## src/inc/fpbs_defines.vh

```
`ifndef FPBS_DEFINES_VH
`define FPBS_DEFINES_VH
// ==========================================
// register byte offsets
`define FPBS_A_CTRL     8'h00
`define FPBS_A_CMD      8'h04
`define FPBS_A_QTY      8'h08
`define FPBS_A_COUNT    8'h0c
`define FPBS_A_PARTNUM  8'h10
`define FPBS_A_PARTLEN  8'h14
`define FPBS_A_STATUS   8'h18
`define FPBS_A_TOTLEN   8'h1c
`define FPBS_A_TOTPCS   8'h20
`define FPBS_A_RATE     8'h24
// ==========================================
// control register fields
`define FPBS_CT_W       4
`define FPBS_CT_AUTO    0
`define FPBS_CT_FBP     1
`define FPBS_CT_BSTOP   2
`define FPBS_CT_INT     3
`define FPBS_CT_RST     4'h0
// ==========================================
// command register bits, write one to act
`define FPBS_C_START    0
`define FPBS_C_STOP     1
`define FPBS_C_ISTOP    2
`define FPBS_C_INC      3
`define FPBS_C_DEC      4
`define FPBS_C_CCLR     5
`define FPBS_C_CLEN     6
`define FPBS_C_CPCS     7
`define FPBS_C_CONF     8
`define FPBS_C_PART     9
// ==========================================
// widths
`define FPBS_QTY_W      20
`define FPBS_PART_W     7
// ==========================================
// status and rate register fields
`define FPBS_ST_PINS_W  5
`define FPBS_ST_STATE   5
`define FPBS_ST_INT     8
`define FPBS_ST_PERMIT  9
`define FPBS_ST_FLASH   10
`define FPBS_RT_W       16
`define FPBS_USE_LSB    24
`define FPBS_USE_W      8
// ==========================================
// timing
`define FPBS_CLK_NS     4
`define FPBS_CLK_KHZ    250000
`define FPBS_TICK_NS    1000
`define FPBS_TICK_CYC   (`FPBS_TICK_NS / `FPBS_CLK_NS)
`define FPBS_FLASH_MS   250
`define FPBS_FLASH_CYC  (`FPBS_FLASH_MS * `FPBS_CLK_KHZ)
`define FPBS_US_PER_MIN 32'h0393_8700
`define FPBS_PERCENT    32'h0000_0064
`endif
```

## src/core/fpbs_rate_meter.v

```verilog
`timescale 1ns/1ns
`include "fpbs_defines.vh"
// ==========================================
// stroke period and feed duty, timed in microseconds
module fpbs_rate_meter (
  // clock and reset
  input  wire        clk,
  input  wire        rst_n,
  // levels on clk
  input  wire        feed_angle,
  input  wire        feed_active,
  // results
  output reg  [31:0] rate_q,
  output reg  [31:0] use_q
);
  localparam [31:0] TICK_LAST = `FPBS_TICK_CYC - 1;
  reg  [31:0] tick_q;
  reg  [31:0] per_q;
  reg  [31:0] act_q;
  reg  [31:0] den_q;
  reg  [31:0] act_hold_q;
  reg  [31:0] n_q;
  reg  [32:0] r_q;
  reg  [5:0]  i_q;
  reg         busy_q;
  reg         ph_q;
  reg         fa_p_q;
  wire        tick = (tick_q == TICK_LAST);
  wire        fall = fa_p_q & ~feed_angle;
  wire [32:0] r_sh = {r_q[31:0], n_q[31]};
  wire        ge   = (r_sh >= {1'b0, den_q});
  wire [63:0] pct  = act_hold_q * `FPBS_PERCENT;

  always @(posedge clk or negedge rst_n) begin
    if (!rst_n) begin
      tick_q <= 32'h0; per_q <= 32'h0; act_q <= 32'h0;
      den_q <= 32'h0; act_hold_q <= 32'h0; n_q <= 32'h0;
      r_q <= 33'h0; i_q <= 6'h0; busy_q <= 1'b0; ph_q <= 1'b0;
      fa_p_q <= 1'b0; rate_q <= 32'h0; use_q <= 32'h0;
    end else begin
      fa_p_q <= feed_angle;
      tick_q <= tick ? 32'h0 : tick_q + 32'h1;
      // period runs falling edge to falling edge
      if (fall) begin
        // the tick of the edge cycle opens the new period, so none is lost
        per_q <= {31'h0, tick};
        act_q <= {31'h0, tick & feed_active};
        if (!busy_q && per_q != 32'h0) begin
          den_q      <= per_q;
          act_hold_q <= act_q;
          n_q        <= `FPBS_US_PER_MIN;
          r_q        <= 33'h0;
          i_q        <= 6'h0;
          ph_q       <= 1'b0;
          busy_q     <= 1'b1;
        end
      end else if (tick) begin
        per_q <= per_q + 32'h1;
        if (feed_active)
          act_q <= act_q + 32'h1;
      end
      // one shared serial divider: rate first, then duty
      if (busy_q) begin
        r_q <= ge ? r_sh - {1'b0, den_q} : r_sh;
        n_q <= {n_q[30:0], ge};
        i_q <= i_q + 6'h1;
        if (i_q == 6'h1f) begin
          if (!ph_q) begin
            rate_q <= {n_q[30:0], ge};
            n_q    <= pct[31:0];
            r_q    <= 33'h0;
            i_q    <= 6'h0;
            ph_q   <= 1'b1;
          end else begin
            use_q  <= {n_q[30:0], ge};
            busy_q <= 1'b0;
          end
        end
      end
    end
  end
endmodule

```

## src/core/fpbs_sync.v

```verilog
`timescale 1ns/1ns
// ==========================================
// two-flop synchroniser for pin inputs
module fpbs_sync #(
  parameter W = 5
) (
  // clock and reset
  input  wire         clk,
  input  wire         rst_n,
  // pins and synced levels
  input  wire [W-1:0] din,
  output reg  [W-1:0] dout
);
  reg [W-1:0] meta_q;

  always @(posedge clk or negedge rst_n) begin
    if (!rst_n) begin
      meta_q <= {W{1'b0}};
      dout   <= {W{1'b0}};
    end else begin
      meta_q <= din;
      dout   <= meta_q;
    end
  end
endmodule

```

## src/core/fpbs_top.v

```verilog
`timescale 1ns/1ns
`include "fpbs_defines.vh"
module fpbs_top #(
  parameter [31:0] FLASH_HALF_CYC = `FPBS_FLASH_CYC
) (
  // clock and reset
  input  wire        CLK,
  input  wire        RESET_N,
  // apb slave
  input  wire        PSEL,
  input  wire        PENABLE,
  input  wire        PWRITE,
  input  wire [7:0]  PADDR,
  input  wire [31:0] PWDATA,
  output reg  [31:0] PRDATA,
  output reg         PREADY,
  output reg         PSLVERR,
  // discrete pins
  input  wire        FEED_ANGLE,
  input  wire        PARAM_REQ,
  input  wire        AXIS_MOVING,
  input  wire        IN_POSITION,
  input  wire        DRIVE_FAULT,
  // drive and press
  output reg         DRIVE_START,
  output reg         PERMIT_PRESS,
  output reg         STOP_LAMP,
  output reg         PART_LOAD,
  output reg  [6:0]  PART_NUM,
  output reg  [31:0] PART_LEN,
  // nonvolatile totals store
  input  wire [31:0] NV_LEN_IN,
  input  wire [31:0] NV_PCS_IN,
  output reg         NV_WE,
  output reg  [31:0] NV_LEN,
  output reg  [31:0] NV_PCS
);
  // ==========================================
  // sequencer states
  localparam [2:0] S_IDLE  = 3'h0;
  localparam [2:0] S_ARM   = 3'h1;
  localparam [2:0] S_FEED  = 3'h2;
  localparam [2:0] S_MOVE  = 3'h3;
  localparam [2:0] S_REARM = 3'h4;
  localparam [`FPBS_QTY_W-1:0] Q_ZERO = {`FPBS_QTY_W{1'b0}};
  localparam [`FPBS_QTY_W-1:0] Q_ONE  = {{(`FPBS_QTY_W-1){1'b0}}, 1'b1};

  // ==========================================
  // input synchronisation
  wire [4:0] pins_s;
  fpbs_sync #(
    .W (5)
  ) u_sync (
    .clk   (CLK),
    .rst_n (RESET_N),
    .din   ({DRIVE_FAULT, IN_POSITION, AXIS_MOVING, PARAM_REQ, FEED_ANGLE}),
    .dout  (pins_s)
  );
  wire fa_s  = pins_s[0];
  wire mov_s = pins_s[2];
  wire pos_s = pins_s[3];
  wire flt_s = pins_s[4];

  // ==========================================
  // state
  reg [`FPBS_CT_W-1:0]   ctrl_q;
  reg [`FPBS_QTY_W-1:0]  qty_q;
  reg [`FPBS_QTY_W-1:0]  count_q;
  reg [`FPBS_QTY_W-1:0]  count_d;
  reg [`FPBS_PART_W-1:0] pnum_q;
  reg [31:0]             plen_q;
  reg [31:0]             cyc_len_q;
  reg [2:0]              state_q;
  reg [2:0]              state_d;
  reg                    int_q;
  reg                    stop_req_q;
  reg                    fa_p_q;
  reg                    flash_q;
  reg                    ph_q;
  reg [31:0]             flash_cnt_q;
  reg                    nv_load_q;
  reg                    permit_d;
  reg [31:0]             rdata_d;
  reg                    err_d;
  wire [31:0]            rate_w;
  wire [31:0]            use_w;

  // ==========================================
  // apb decode; no wait states, writes act in the access phase
  wire apb_acc = PSEL & PENABLE & PREADY;
  wire apb_wr  = apb_acc & PWRITE;
  wire wr_cmd  = apb_wr & (PADDR == `FPBS_A_CMD);
  wire c_start = wr_cmd & PWDATA[`FPBS_C_START];
  wire c_stop  = wr_cmd & PWDATA[`FPBS_C_STOP];
  wire c_istop = wr_cmd & PWDATA[`FPBS_C_ISTOP];
  wire c_inc   = wr_cmd & PWDATA[`FPBS_C_INC];
  wire c_dec   = wr_cmd & PWDATA[`FPBS_C_DEC];
  wire c_cclr  = wr_cmd & PWDATA[`FPBS_C_CCLR];
  wire c_clen  = wr_cmd & PWDATA[`FPBS_C_CLEN];
  wire c_cpcs  = wr_cmd & PWDATA[`FPBS_C_CPCS];
  wire c_conf  = wr_cmd & PWDATA[`FPBS_C_CONF];
  wire c_part  = wr_cmd & PWDATA[`FPBS_C_PART];

  // ==========================================
  // sequencing terms
  wire auto    = ctrl_q[`FPBS_CT_AUTO];
  wire fbp     = ctrl_q[`FPBS_CT_FBP];
  wire bstop   = ctrl_q[`FPBS_CT_BSTOP];
  wire fa_rise = fa_s & ~fa_p_q;
  // leaving auto, a fault or an immediate stop cuts the feed; no totals
  wire abort   = ~auto | flt_s | c_istop;
  wire done    = (state_q == S_MOVE) & ~mov_s & pos_s;
  wire free    = (qty_q == Q_ZERO);
  wire [`FPBS_QTY_W-1:0] cnt_inc = count_q + Q_ONE;
  // compare against the live quantity at the completion edge
  wire reached = ~free & (cnt_inc >= qty_q);
  wire go      = (state_q == S_IDLE) & auto & c_start & ~flt_s;
  wire halt    = stop_req_q | c_stop;

  always @* begin
    state_d = state_q;
    case (state_q)
      S_IDLE:  if (go) state_d = S_ARM;
      // press-first needs a fresh rising edge, feed-first just a high level
      S_ARM:   if (halt) state_d = S_IDLE;
               else if (fbp ? fa_s : fa_rise) state_d = S_FEED;
      S_FEED:  if (mov_s) state_d = S_MOVE;
      S_MOVE:  if (done) begin
                 if (halt || (reached && bstop))
                   state_d = S_IDLE;
                 else
                   state_d = S_REARM;
               end
      // rearm waits for the angle to fall so one stroke feeds once
      S_REARM: if (halt) state_d = S_IDLE;
               else if (!fa_s) state_d = S_ARM;
      default: state_d = S_IDLE;
    endcase
    if (abort)
      state_d = S_IDLE;
  end

  // ==========================================
  // press permit
  always @* begin
    permit_d = PERMIT_PRESS;
    if (!auto || state_d == S_IDLE)
      permit_d = 1'b0;
    else if (flt_s || halt)
      permit_d = 1'b0;
    // the angle edge wins over a completion seen in the same cycle
    else if (int_q && fa_rise)
      permit_d = 1'b0;
    else if (done && (fbp || int_q))
      permit_d = 1'b1;
    else if (go && !fbp)
      permit_d = 1'b1;
  end

  // ==========================================
  // piece count; a clear applies first, and a completion in the same cycle still counts
  always @* begin
    count_d = count_q;
    if (c_cclr)
      count_d = Q_ZERO;
    else if (c_inc && !free)
      count_d = cnt_inc;
    else if (c_dec && !free && count_q != Q_ZERO)
      count_d = count_q - Q_ONE;
    if (done) begin
      if (reached && bstop)
        count_d = Q_ZERO;
      else
        count_d = count_d + Q_ONE;
    end
  end

  // ==========================================
  // sequencer, counters and outputs
  always @(posedge CLK or negedge RESET_N) begin
    if (!RESET_N) begin
      ctrl_q       <= `FPBS_CT_RST;
      qty_q        <= Q_ZERO;
      count_q      <= Q_ZERO;
      pnum_q       <= 7'h00;
      plen_q       <= 32'h0;
      cyc_len_q    <= 32'h0;
      state_q      <= S_IDLE;
      int_q        <= 1'b0;
      stop_req_q   <= 1'b0;
      fa_p_q       <= 1'b0;
      flash_q      <= 1'b0;
      ph_q         <= 1'b0;
      flash_cnt_q  <= 32'h0;
      nv_load_q    <= 1'b1;
      DRIVE_START  <= 1'b0;
      PERMIT_PRESS <= 1'b0;
      STOP_LAMP    <= 1'b0;
      PART_LOAD    <= 1'b0;
      PART_NUM     <= 7'h00;
      PART_LEN     <= 32'h0;
      NV_WE        <= 1'b0;
      NV_LEN       <= 32'h0;
      NV_PCS       <= 32'h0;
    end else begin
      fa_p_q       <= fa_s;
      state_q      <= state_d;
      count_q      <= count_d;
      PERMIT_PRESS <= permit_d;
      DRIVE_START  <= (state_d == S_FEED) || (state_d == S_MOVE);
      if (apb_wr && PADDR == `FPBS_A_CTRL)
        ctrl_q <= PWDATA[`FPBS_CT_W-1:0];
      if (apb_wr && PADDR == `FPBS_A_QTY)
        qty_q <= PWDATA[`FPBS_QTY_W-1:0];
      if (apb_wr && PADDR == `FPBS_A_PARTNUM)
        pnum_q <= PWDATA[`FPBS_PART_W-1:0];
      if (apb_wr && PADDR == `FPBS_A_PARTLEN)
        plen_q <= PWDATA;
      // the pending mode bit is inert until confirmed
      if (c_conf)
        int_q <= ctrl_q[`FPBS_CT_INT];
      // part data goes out now; the running feed keeps its own length
      PART_LOAD <= c_part;
      if (c_part) begin
        PART_NUM <= pnum_q;
        PART_LEN <= plen_q;
      end
      if (state_q == S_ARM && state_d == S_FEED)
        cyc_len_q <= PART_LEN;
      if (state_d == S_IDLE)
        stop_req_q <= 1'b0;
      else if (c_stop)
        stop_req_q <= 1'b1;
      // batch-complete indicator
      if (done && reached && !bstop)
        flash_q <= 1'b1;
      else if (c_cclr || go)
        flash_q <= 1'b0;
      if (flash_cnt_q >= FLASH_HALF_CYC - 32'h1) begin
        flash_cnt_q <= 32'h0;
        ph_q        <= ~ph_q;
      end else begin
        flash_cnt_q <= flash_cnt_q + 32'h1;
      end
      STOP_LAMP <= flash_q & ph_q;
      // totals: restored from the store after reset, then kept there
      // a clear meeting a completion keeps only the new feed's amount
      NV_WE <= done | c_clen | c_cpcs;
      if (nv_load_q) begin
        nv_load_q <= 1'b0;
        NV_LEN    <= NV_LEN_IN;
        NV_PCS    <= NV_PCS_IN;
      end else begin
        NV_LEN <= (c_clen ? 32'h0 : NV_LEN)
                  + (done ? cyc_len_q : 32'h0);
        NV_PCS <= (c_cpcs ? 32'h0 : NV_PCS)
                  + (done ? 32'h1 : 32'h0);
      end
    end
  end

  // ==========================================
  // stroke rate and feed usage
  // usage counts commanded feed time, which leads real axis motion
  fpbs_rate_meter u_rate (
    .clk         (CLK),
    .rst_n       (RESET_N),
    .feed_angle  (fa_s),
    .feed_active (DRIVE_START),
    .rate_q      (rate_w),
    .use_q       (use_w)
  );

  // ==========================================
  // read mux
  always @* begin
    rdata_d = 32'h0;
    err_d   = 1'b0;
    case (PADDR)
      `FPBS_A_CTRL:    rdata_d[`FPBS_CT_W-1:0] = ctrl_q;
      `FPBS_A_CMD:     rdata_d = 32'h0;
      `FPBS_A_QTY:     rdata_d[`FPBS_QTY_W-1:0] = qty_q;
      `FPBS_A_COUNT:   rdata_d[`FPBS_QTY_W-1:0] = count_q;
      `FPBS_A_PARTNUM: rdata_d[`FPBS_PART_W-1:0] = pnum_q;
      `FPBS_A_PARTLEN: rdata_d = plen_q;
      `FPBS_A_STATUS: begin
        rdata_d[`FPBS_ST_PINS_W-1:0] = pins_s;
        rdata_d[`FPBS_ST_STATE+:3]   = state_q;
        rdata_d[`FPBS_ST_INT]        = int_q;
        rdata_d[`FPBS_ST_PERMIT]     = PERMIT_PRESS;
        rdata_d[`FPBS_ST_FLASH]      = flash_q;
      end
      `FPBS_A_TOTLEN:  rdata_d = NV_LEN;
      `FPBS_A_TOTPCS:  rdata_d = NV_PCS;
      // a rate beyond sixteen bits wraps; only the low bits are shown
      `FPBS_A_RATE: begin
        rdata_d[`FPBS_RT_W-1:0] = rate_w[`FPBS_RT_W-1:0];
        rdata_d[`FPBS_USE_LSB+:`FPBS_USE_W] =
          use_w[`FPBS_USE_W-1:0];
      end
      default:         err_d = 1'b1;
    endcase
  end

  // read data is taken at setup so it stands through the access cycle
  always @(posedge CLK or negedge RESET_N) begin
    if (!RESET_N) begin
      PREADY  <= 1'b0;
      PRDATA  <= 32'h0;
      PSLVERR <= 1'b0;
    end else begin
      PREADY  <= PSEL & ~PENABLE;
      PSLVERR <= PSEL & ~PENABLE & err_d;
      if (PSEL && !PENABLE && !PWRITE)
        PRDATA <= rdata_d;
    end
  end
endmodule

```

## config.mk

```make
export PLATFORM = sky130hd
export DESIGN_NAME = fpbs_top
export DESIGN_NICKNAME = d
export VERILOG_FILES = /design/src/core/fpbs_rate_meter.v /design/src/core/fpbs_sync.v /design/src/core/fpbs_top.v
export VERILOG_INCLUDE_DIRS = /design/src /design/src/inc
export SDC_FILE = /design/constraint.sdc
export NUM_CORES = 1
export LEC_CHECK = 0
export CAP_MARGIN = 0
export CORE_MARGIN = 1
export CORE_UTILIZATION = 60
export CTS_BUF_LIST = sky130_fd_sc_hd__clkbuf_4
export DETAILED_ROUTE_END_ITERATION = 16
export DONT_BUFFER_PORTS = 1
export PLACE_DENSITY_LB_ADDON = 0.15
export REMOVE_ABC_BUFFERS = 1
export SYNTH_ARGS = -nofsm -noshare
export SYNTH_HDL_FRONTEND = slang
export SYNTH_SLANG_ARGS = --single-unit
```

## constraint.sdc

```tcl
create_clock -name CLK -period 5.28 [get_ports CLK]
set_input_delay 1.584 -clock CLK [delete_from_list [all_inputs] [get_ports CLK]]
set_output_delay 1.584 -clock CLK [all_outputs]
set_load 0.05 [all_outputs]
```

==> results of run 1 <==
-- routing by layer --
metal | wire, um | part of all wire (%) | track usage (%)
met5 | 31 | 0.033 | 0
met4 | 3970 | 4.3 | 16.8
met3 | 7220 | 7.7 | 8.65
met2 | 43600 | 47 | 55.0
met1 | 38500 | 41 | 42.8
-- kinds of logic (layout without fill, tap and decap cells) --
group           Yosys count  after routing
other cells               1             21
buf+inv                 366            556
mux                     237            237
compound gates          594            594
flops                   560            560
xor+xnor                247            247
simple gates           1124           1124
fa+ha+maj               199            199
-- area by class of cell --
class,count,area share (%)
tap,688,2.44
timing repair buffer,59,1.29
antenna,14,0.0991
sequential,560,39.7
multi-input combinational,2408,48.6
clock inverter,54,0.942
clock buffer,216,4.59
inverter,227,2.41
-- metrics by stage --
stage          util [%]  hold slack, ps  instance area (um^2)  total power, mW
2_1_floorplan         -             331                 32000             4.91
3_3_place_gp       62.8             334                 33400             5.05
3_5_place_dp       62.8             337                 33400             5.05
4_1_cts            66.5             195                 35300             9.01
5_1_grt            66.6             205                 35300             9.27
6_report           66.6             269                 35300             8.95
-- flip-flops by register name, summed over array words and instances, names as in the netlist, 20 cells and up --
register,flops
u_rate.r_q,32
u_rate.act_q,30
cyc_len_q,32
PART_LEN,32
u_rate.n_q,32
count_q,20
PRDATA,32
u_rate.per_q,32
flash_cnt_q,32
u_rate.tick_q,32
NV_PCS,32
qty_q,20
NV_LEN,32
u_rate.den_q,32
plen_q,32
u_rate.act_hold_q,30
-- power by group through the flow --
stage	Combinational, mW	Sequential [mW]	Clock [mW]
after floorplan	0.189	4.72	0
after global placement	0.261	4.79	0
after detailed placement	0.268	4.79	0
after CTS	0.269	4.71	4.04
after global routing	0.298	4.71	4.26
final	0.273	4.71	3.97
-- Yosys cell counts (18+ instances only) --
| cell type | n | share of area (%) |
|---|---|---|
| nand4_1 | 44 | 0.85 |
| or3_1 | 25 | 0.48 |
| mux2_2 | 212 | 7.3 |
| nor3_1 | 58 | 0.89 |
| clkbuf_1 | 105 | 1.2 |
| mux2i_1 | 24 | 0.74 |
| dfrtp_1 | 559 | 43 |
| a21oi_1 | 113 | 1.7 |
| nor2b_1 | 21 | 0.40 |
| a22oi_1 | 33 | 0.76 |
| nand2_1 | 334 | 3.9 |
| xor2_1 | 125 | 3.4 |
| o21ai_0 | 182 | 2.8 |
| nor4_1 | 26 | 0.50 |
| a222oi_1 | 27 | 0.83 |
| and2_1 | 52 | 1.0 |
| inv_1 | 226 | 2.6 |
| nand3_1 | 140 | 2.2 |
| xnor2_1 | 121 | 3.3 |
| nand2b_1 | 24 | 0.46 |
| a21o_1 | 51 | 1.2 |
| and4_1 | 18 | 0.48 |
| and3_1 | 92 | 1.8 |
| fa_1 | 26 | 1.6 |
| nor2_1 | 235 | 2.7 |
| a31oi_1 | 25 | 0.48 |
| ha_1 | 173 | 6.7 |
-- worst paths after layout --
kind	to	start	slack, ps	cells past startpoint
setup / recovery	NV_LEN[31]	PADDR[5]	710	18
hold / removal	PART_NUM[0]	RESET_N	270	0
setup reg to reg	u_rate.n_q[31]	u_rate.act_hold_q[5]	770	15
hold reg to reg	u_sync.dout[2]	u_sync.meta_q[2]	340	0
max in group asynchronous	u_rate.n_q[21]	RESET_N	3800	0
min in group CLK	u_sync.dout[2]	u_sync.meta_q[2]	340	0
-- worst reg2reg max path, delay by kind of cell, from the launching register on --
kind | cells | cell delay [ps]
XOR/XNOR | 1 | 160
adder cells (fa/ha/maj) | 4 | 1450
AO/OA/AOI/OAI | 8 | 2250
flip-flops | 1 | 440
buffers and inverters | 2 | 90
==> results by group, run 1 <==
Synthesis
  – Post-Syn Instances: ~3300
  – Synth Area in Compound Gates: roughly 12%
  – Synth Warn #: 0
  – Mux share of post-synthesis cell area: under 10%
  – Sequential element share of the synthesized area: 43.1%
  – Main flop type after synthesis: dfrtp_1
  – Post-synthesis xor/xnor area fraction: under 10%
  – Post-synth EDFFs: 0
  – Post-Synth Adder-Cell Area: under 10%
  – Synthesis-stage register bit count: 560
  – Mapped cell area: between 0.03 and 0.04 mm^2
  – Post-Synth Simple-Gate Area: between 10% and 20%
  – Synth Area per Inst: 9.77 um^2
  – Synth unique cells: between 90 and 100
  – Largest family of logic cells by synthesized area: simple AND/OR/NAND/NOR gates
  – Post-synthesis async set-or-reset flop share: 100%

Worst setup path
  – Critical-path top delay cell: a311oi_1
  – Worst Path Class, Setup: input pin to flip-flop
  – Slowest stage delay, CP: 380 ps
  – Worst EP arrival: ~5400 ps
  – CP required: just over 6000 ps
  – Worst Path Buf+Inv: 3
  – Crit start category: input pin
  – Crit-path cells: nor4_4 -> and4_1 -> nand2_1 -> buf_4 -> and2_1 -> ha_1 -> o21a_1 -> o21ai_0 -> nor2_1 -> a22oi_1 -> buf_4 -> o311a_1 -> o21ai_0 -> buf_4 -> a311oi_1 -> o21ai_0 -> xnor2_1 -> mux2_2
  – CP delay by family, top: compound AO/OA/AOI/OAI gates
  – Worst Path Max Fanout: 29
  – Crit end category: flip-flop

Power and ir drop
  – Switching power of the nets: 2.43 mW
  – Lkg Pwr: 17.1 nW
  – PD cells: 253 mW/mm^2
  – Seq pwr share: approximately 53%
  – Worst vdd ir: just over 200 uV
  – Sw frac: roughly 27%
  – Internal power: around 6.5 mW
  – Combinational power share: under 10%
  – Clk network pwr share: between 40 and 50%

Clock tree
  – Clk slew on worst S/H paths: about 60 ps
  – Post-CTS Setup Repair Bufs: 0
  – Total CTS buffers: approximately 150
  – Resized Gates After CTS: 0
  – TritonCTS clock tree: yes
  – Hold_buf cts: 0
  – H-Tree Level Count: 4
  – Clk_lat worst skew: 1030 ps
  – Sink Count: 560
  – Root buffer cell: clkbuf_4
  – Longest Clk Path Bufs: 3

GRT
  – Remaining Overflow, GRT: 0
  – Initial antenna violation count: 12
  – Vias in the first global route: between 20000 and 30000
  – Gr usage total: between 30% and 40%
  – First-pass GRT wire length: 147000 um
  – Largest net degree at the start of global routing: 561

Run status
  – Outcome: finished, final reports clean

Detailed routing
  – Detailed Route Iter0 Violations: between 2000 and 2500
  – DR vias: around 26000
  – Final wirelength: roughly 93000 um
  – First-pass DRT Iterations: 8
  – Vias per cell: about 6.2
  – # DRC: 0
  – Antenna Nets Post-Route: 0
  – Drt wl/cell: around 22 um

Finish
  – Sequential cell area: approximately 0.014 mm^2
  – Area occupied by multi-input gates: 0.0172 mm^2
  – Fillers: 4371
  – Area delta synth->final: 8.70%
  – Layout Cells excl Fill: 4226
  – Commonest non-fill, non-tap cell in the layout: dfrtp_1
  – Nets: 3721
  – Most frequent cells in the layout: dfrtp_1 (559), nand2_1 (333), nor2_1 (231)
  – Layout cells sized above 1: between 15 and 20%

Timing
  – Pins Over Slew Limit: 0
  – Final Hold Viols: 0
  – Final worst setup slack: a little over 700 ps
  – Setup TNS: 0 ps
  – Fmax: roughly 0.22 GHz
  – Headroom to the max-slew limit: between 1.5 and 2%
  – Final Skew: between 60 and 70 ps
  – RSZ-0062 raised after global routing: false
  – Min Tclk post-route: 4570 ps
  – Slew @ Worst Pin: 1480 ps
  – Final setup fails: 0
  – Tcrit/Tclk final: approximately 87%

Place
  – Placer Congestion: roughly 0.97
  – Post-DP HPWL: 67500 um
  – DP Worst Slack: -169 ps
  – Placed insts: between 3000 and 4000
  – PortBufs: 0

Die
  – Die Area: about 0.055 mm^2
  – FP Rows: 84
  – Core Area: around 0.053 mm^2
  – Die H: approximately 230 um
  – Initial core utilization: 61.3%
  – Die Width: about 230 um
  – IO Count: 256

Min path
  – Worst Hold Class: input pin to asynchronous set/reset pin

Job
  – MaxCap Viol Count: 0
Note: power is estimated with default switching activity, not from simulation.
==> inputs of run 2 (changes only) <==
--- a/config.mk
+++ b/config.mk
@@ -16,4 +16,5 @@
 export REMOVE_ABC_BUFFERS = 1
 export SYNTH_ARGS = -nofsm -noshare
 export SYNTH_HDL_FRONTEND = slang
+export SYNTH_HIERARCHICAL = 1
 export SYNTH_SLANG_ARGS = --single-unit
==> results by group, run 2 <==
Clock tree
  – Post-CTS Setup Repair Bufs: 0 (unchanged)
  – Root buffer cell: clkbuf_4
  – TritonCTS clock tree: yes
  – Clk_lat worst skew: 1040 ps (about the same)
  – Sink Count: 561 (+0.18%)
  – Total CTS buffers: 151 (-0.66%)
  – Resized Gates After CTS: 0 (unchanged)
  – H-Tree Level Count: 4 (unchanged)
  – Longest Clk Path Bufs: 3 (unchanged)
  – Clk slew on worst S/H paths: 60 ps (about the same)
  – Hold_buf cts: 0 (unchanged)

GRT
  – Gr usage total: 33.7% (-0.43 points)
  – Largest net degree at the start of global routing: 562 (+0.18%)
  – First-pass GRT wire length: 146000 um (-0.52%)
  – Vias in the first global route: 26206 (+0.29%)
  – Remaining Overflow, GRT: 0 (unchanged)
  – Initial antenna violation count: 11 (-1)

Worst setup path
  – Crit end category: flip-flop
  – Worst Path Max Fanout: 6 (-79%)
  – Worst EP arrival: 5610 ps (+180 ps)
  – Crit-path cells: nor4b_1 -> and3_1 -> nand2_1 -> buf_4 -> nand2_1 -> inv_1 -> ha_1 -> a211oi_1 -> o21ai_0 -> a2111oi_0 -> buf_4 -> o21ai_0 -> nand2_1 -> o221ai_1 -> a31oi_1 -> a21oi_1 -> xnor2_1 -> o21ai_0
  – Critical-path top delay cell: a2111oi_0
  – CP delay by family, top: compound AO/OA/AOI/OAI gates
  – Worst Path Class, Setup: input pin to flip-flop
  – CP required: 6140 ps (about the same)
  – Crit start category: input pin
  – Slowest stage delay, CP: 610 ps (+230 ps)
  – Worst Path Buf+Inv: 3 (unchanged)

Finish
  – Sequential cell area: 0.0140 mm^2 (+0.18%)
  – Nets: 3822 (+2.7%)
  – Layout Cells excl Fill: 4319 (+2.2%)
  – Commonest non-fill, non-tap cell in the layout: dfrtp_1
  – Area occupied by multi-input gates: 0.0173 mm^2 (+0.95%)
  – Most frequent cells in the layout: dfrtp_1 (560), nand2_1 (410), nor2_1 (255)
  – Post-route cell area: 0.0356 mm^2 (+0.71%)
  – Layout cells sized above 1: 15.1% (-0.85 points)
  – Area delta synth->final: 8.93%
  – Fillers: 4393 (+0.50%)

Detailed routing
  – Vias per cell: 6.10 (-1.3%)
  – First-pass DRT Iterations: 7 (-1)
  – Final wirelength: 92400 um (-0.92%)
  – Drt wl/cell: 21.4 um (-3.1%)
  – Detailed Route Iter0 Violations: 2229 (+5.7%)
  – DR vias: 26332 (+0.90%)
  – Antenna Nets Post-Route: 0 (unchanged)
  – # DRC: 0 (unchanged)

Timing
  – RSZ-0062 raised after global routing: false
  – Final Skew: 60.4 ps (-1.63 ps)
  – Hold WS: 295 ps (+25.7 ps)
  – Setup TNS: 0 ps (unchanged)
  – Slew @ Worst Pin: 1190 ps (-291 ps)
  – Final Hold Viols: 0 (unchanged)
  – Min Tclk post-route: 4750 ps (+178 ps)
  – Final setup fails: 0 (unchanged)
  – Tcrit/Tclk final: 89.9% (+3.4 points)
  – Headroom to the max-slew limit: 20.6% (+19 points)
  – Pins Over Slew Limit: 0 (unchanged)
  – Fmax: 0.211 GHz (-3.8%)

Power and ir drop
  – Combinational power share: 3.3% (+0.3 points)
  – Seq pwr share: 53.5% (+0.9 points)
  – PD cells: 255 mW/mm^2 (+0.79%)
  – Clk network pwr share: 43.2% (-1.1 points)
  – Worst vdd ir: 200 uV (-2.4%)
  – Sw frac: 27.7% (+0.56 points)
  – Internal power: 6.57 mW (+0.73%)
  – Switching power of the nets: 2.52 mW (+3.6%)
  – Lkg Pwr: 17.2 nW (+0.44%)

Place
  – Post-DP HPWL: 66400 um (-1.7%)
  – Placed insts: 4052 (+2.8%)
  – Placer Congestion: 0.950 (-2.6%)
  – Area post-placement: 0.0337 mm^2 (+0.99%)
  – PortBufs: 0 (unchanged)

Die
  – IO Count: 256 (unchanged)
  – Die H: 235 um (+0.25%)
  – Die Area: 0.0554 mm^2 (+0.50%)
  – FP Rows: 85 (+1.2%)
  – Die Width: 235 um (+0.25%)
  – Core Area: 0.0538 mm^2 (+1.4%)
  – Initial core utilization: 60.7% (-0.54 points)

Run status
  – Outcome: finished, final reports clean

Synthesis
  – Synth Warn #: 6 (+6)
  – Mapped cell area: 0.0327 mm^2 (+0.50%)
  – Synth Area per Inst: 9.56 um^2 (-2.2%)
  – Post-Syn Instances: 3419 (+2.7%)

Min path
  – Worst Hold Class: input pin to asynchronous set/reset pin

Job
  – MaxCap Viol Count: 0 (unchanged)
==> run 2: cell type report <==
class | count | area share (%)
diodes | 13 | 0.0914
clock buffers | 213 | 4.49
repair buffers | 87 | 1.84
flip-flops and latches | 561 | 39.5
well taps | 696 | 2.45
multi-input cells | 2499 | 48.7
inverters | 209 | 2.20
clock inverters | 41 | 0.787
==> run 2: worst paths after layout <==
| kind | startpoint | to | slack, ps | cells after the start |
|---|---|---|---|---|
| setup / recovery | PADDR[3] | NV_LEN[31] | 530 | 18 |
| hold / removal | RESET_N | u_rate/r_q[11] | 300 | 0 |
| setup reg to reg | state_q[1] | NV_LEN[31] | 640 | 19 |
| hold reg to reg | u_sync/meta_q[3] | u_sync/dout[3] | 350 | 0 |
| max in group asynchronous | RESET_N | count_q[9] | 4100 | 0 |
| min in group CLK | u_sync/meta_q[3] | u_sync/dout[3] | 350 | 0 |
==> run 2: metal layers <==
metal	vias up	global-route usage [%]	share of wire (%)
li1	12200	-	-
met1	12856	45.1	43
met2	1061	50.1	44
met3	207	10.1	9.5
met4	8	15.9	3.7
met5	-	0	0.10
==> run 2: power by group through the flow <==
stage | sequential (mW) | combinational, mW | clock [mW]
after global placement | 4.94 | 0.283 | 0
after CTS | 4.86 | 0.296 | 3.99
after floorplan | 4.87 | 0.207 | 0
after global routing | 4.87 | 0.330 | 4.21
final | 4.86 | 0.300 | 3.92
after detailed placement | 4.94 | 0.293 | 0
==> run 2: per-stage QoR <==
| stage | power [mW] | util, % | worst slack [ps] |
|---|---|---|---|
| 2_1_floorplan | 5.08 | - | -241 |
| 5_1_grt | 9.41 | 66.1 | 175 |
| 3_5_place_dp | 5.23 | 62.6 | -292 |
| 6_report | 9.09 | 66.1 | 532 |
| 4_1_cts | 9.15 | 66.1 | 769 |
| 3_3_place_gp | 5.22 | 62.6 | -351 |
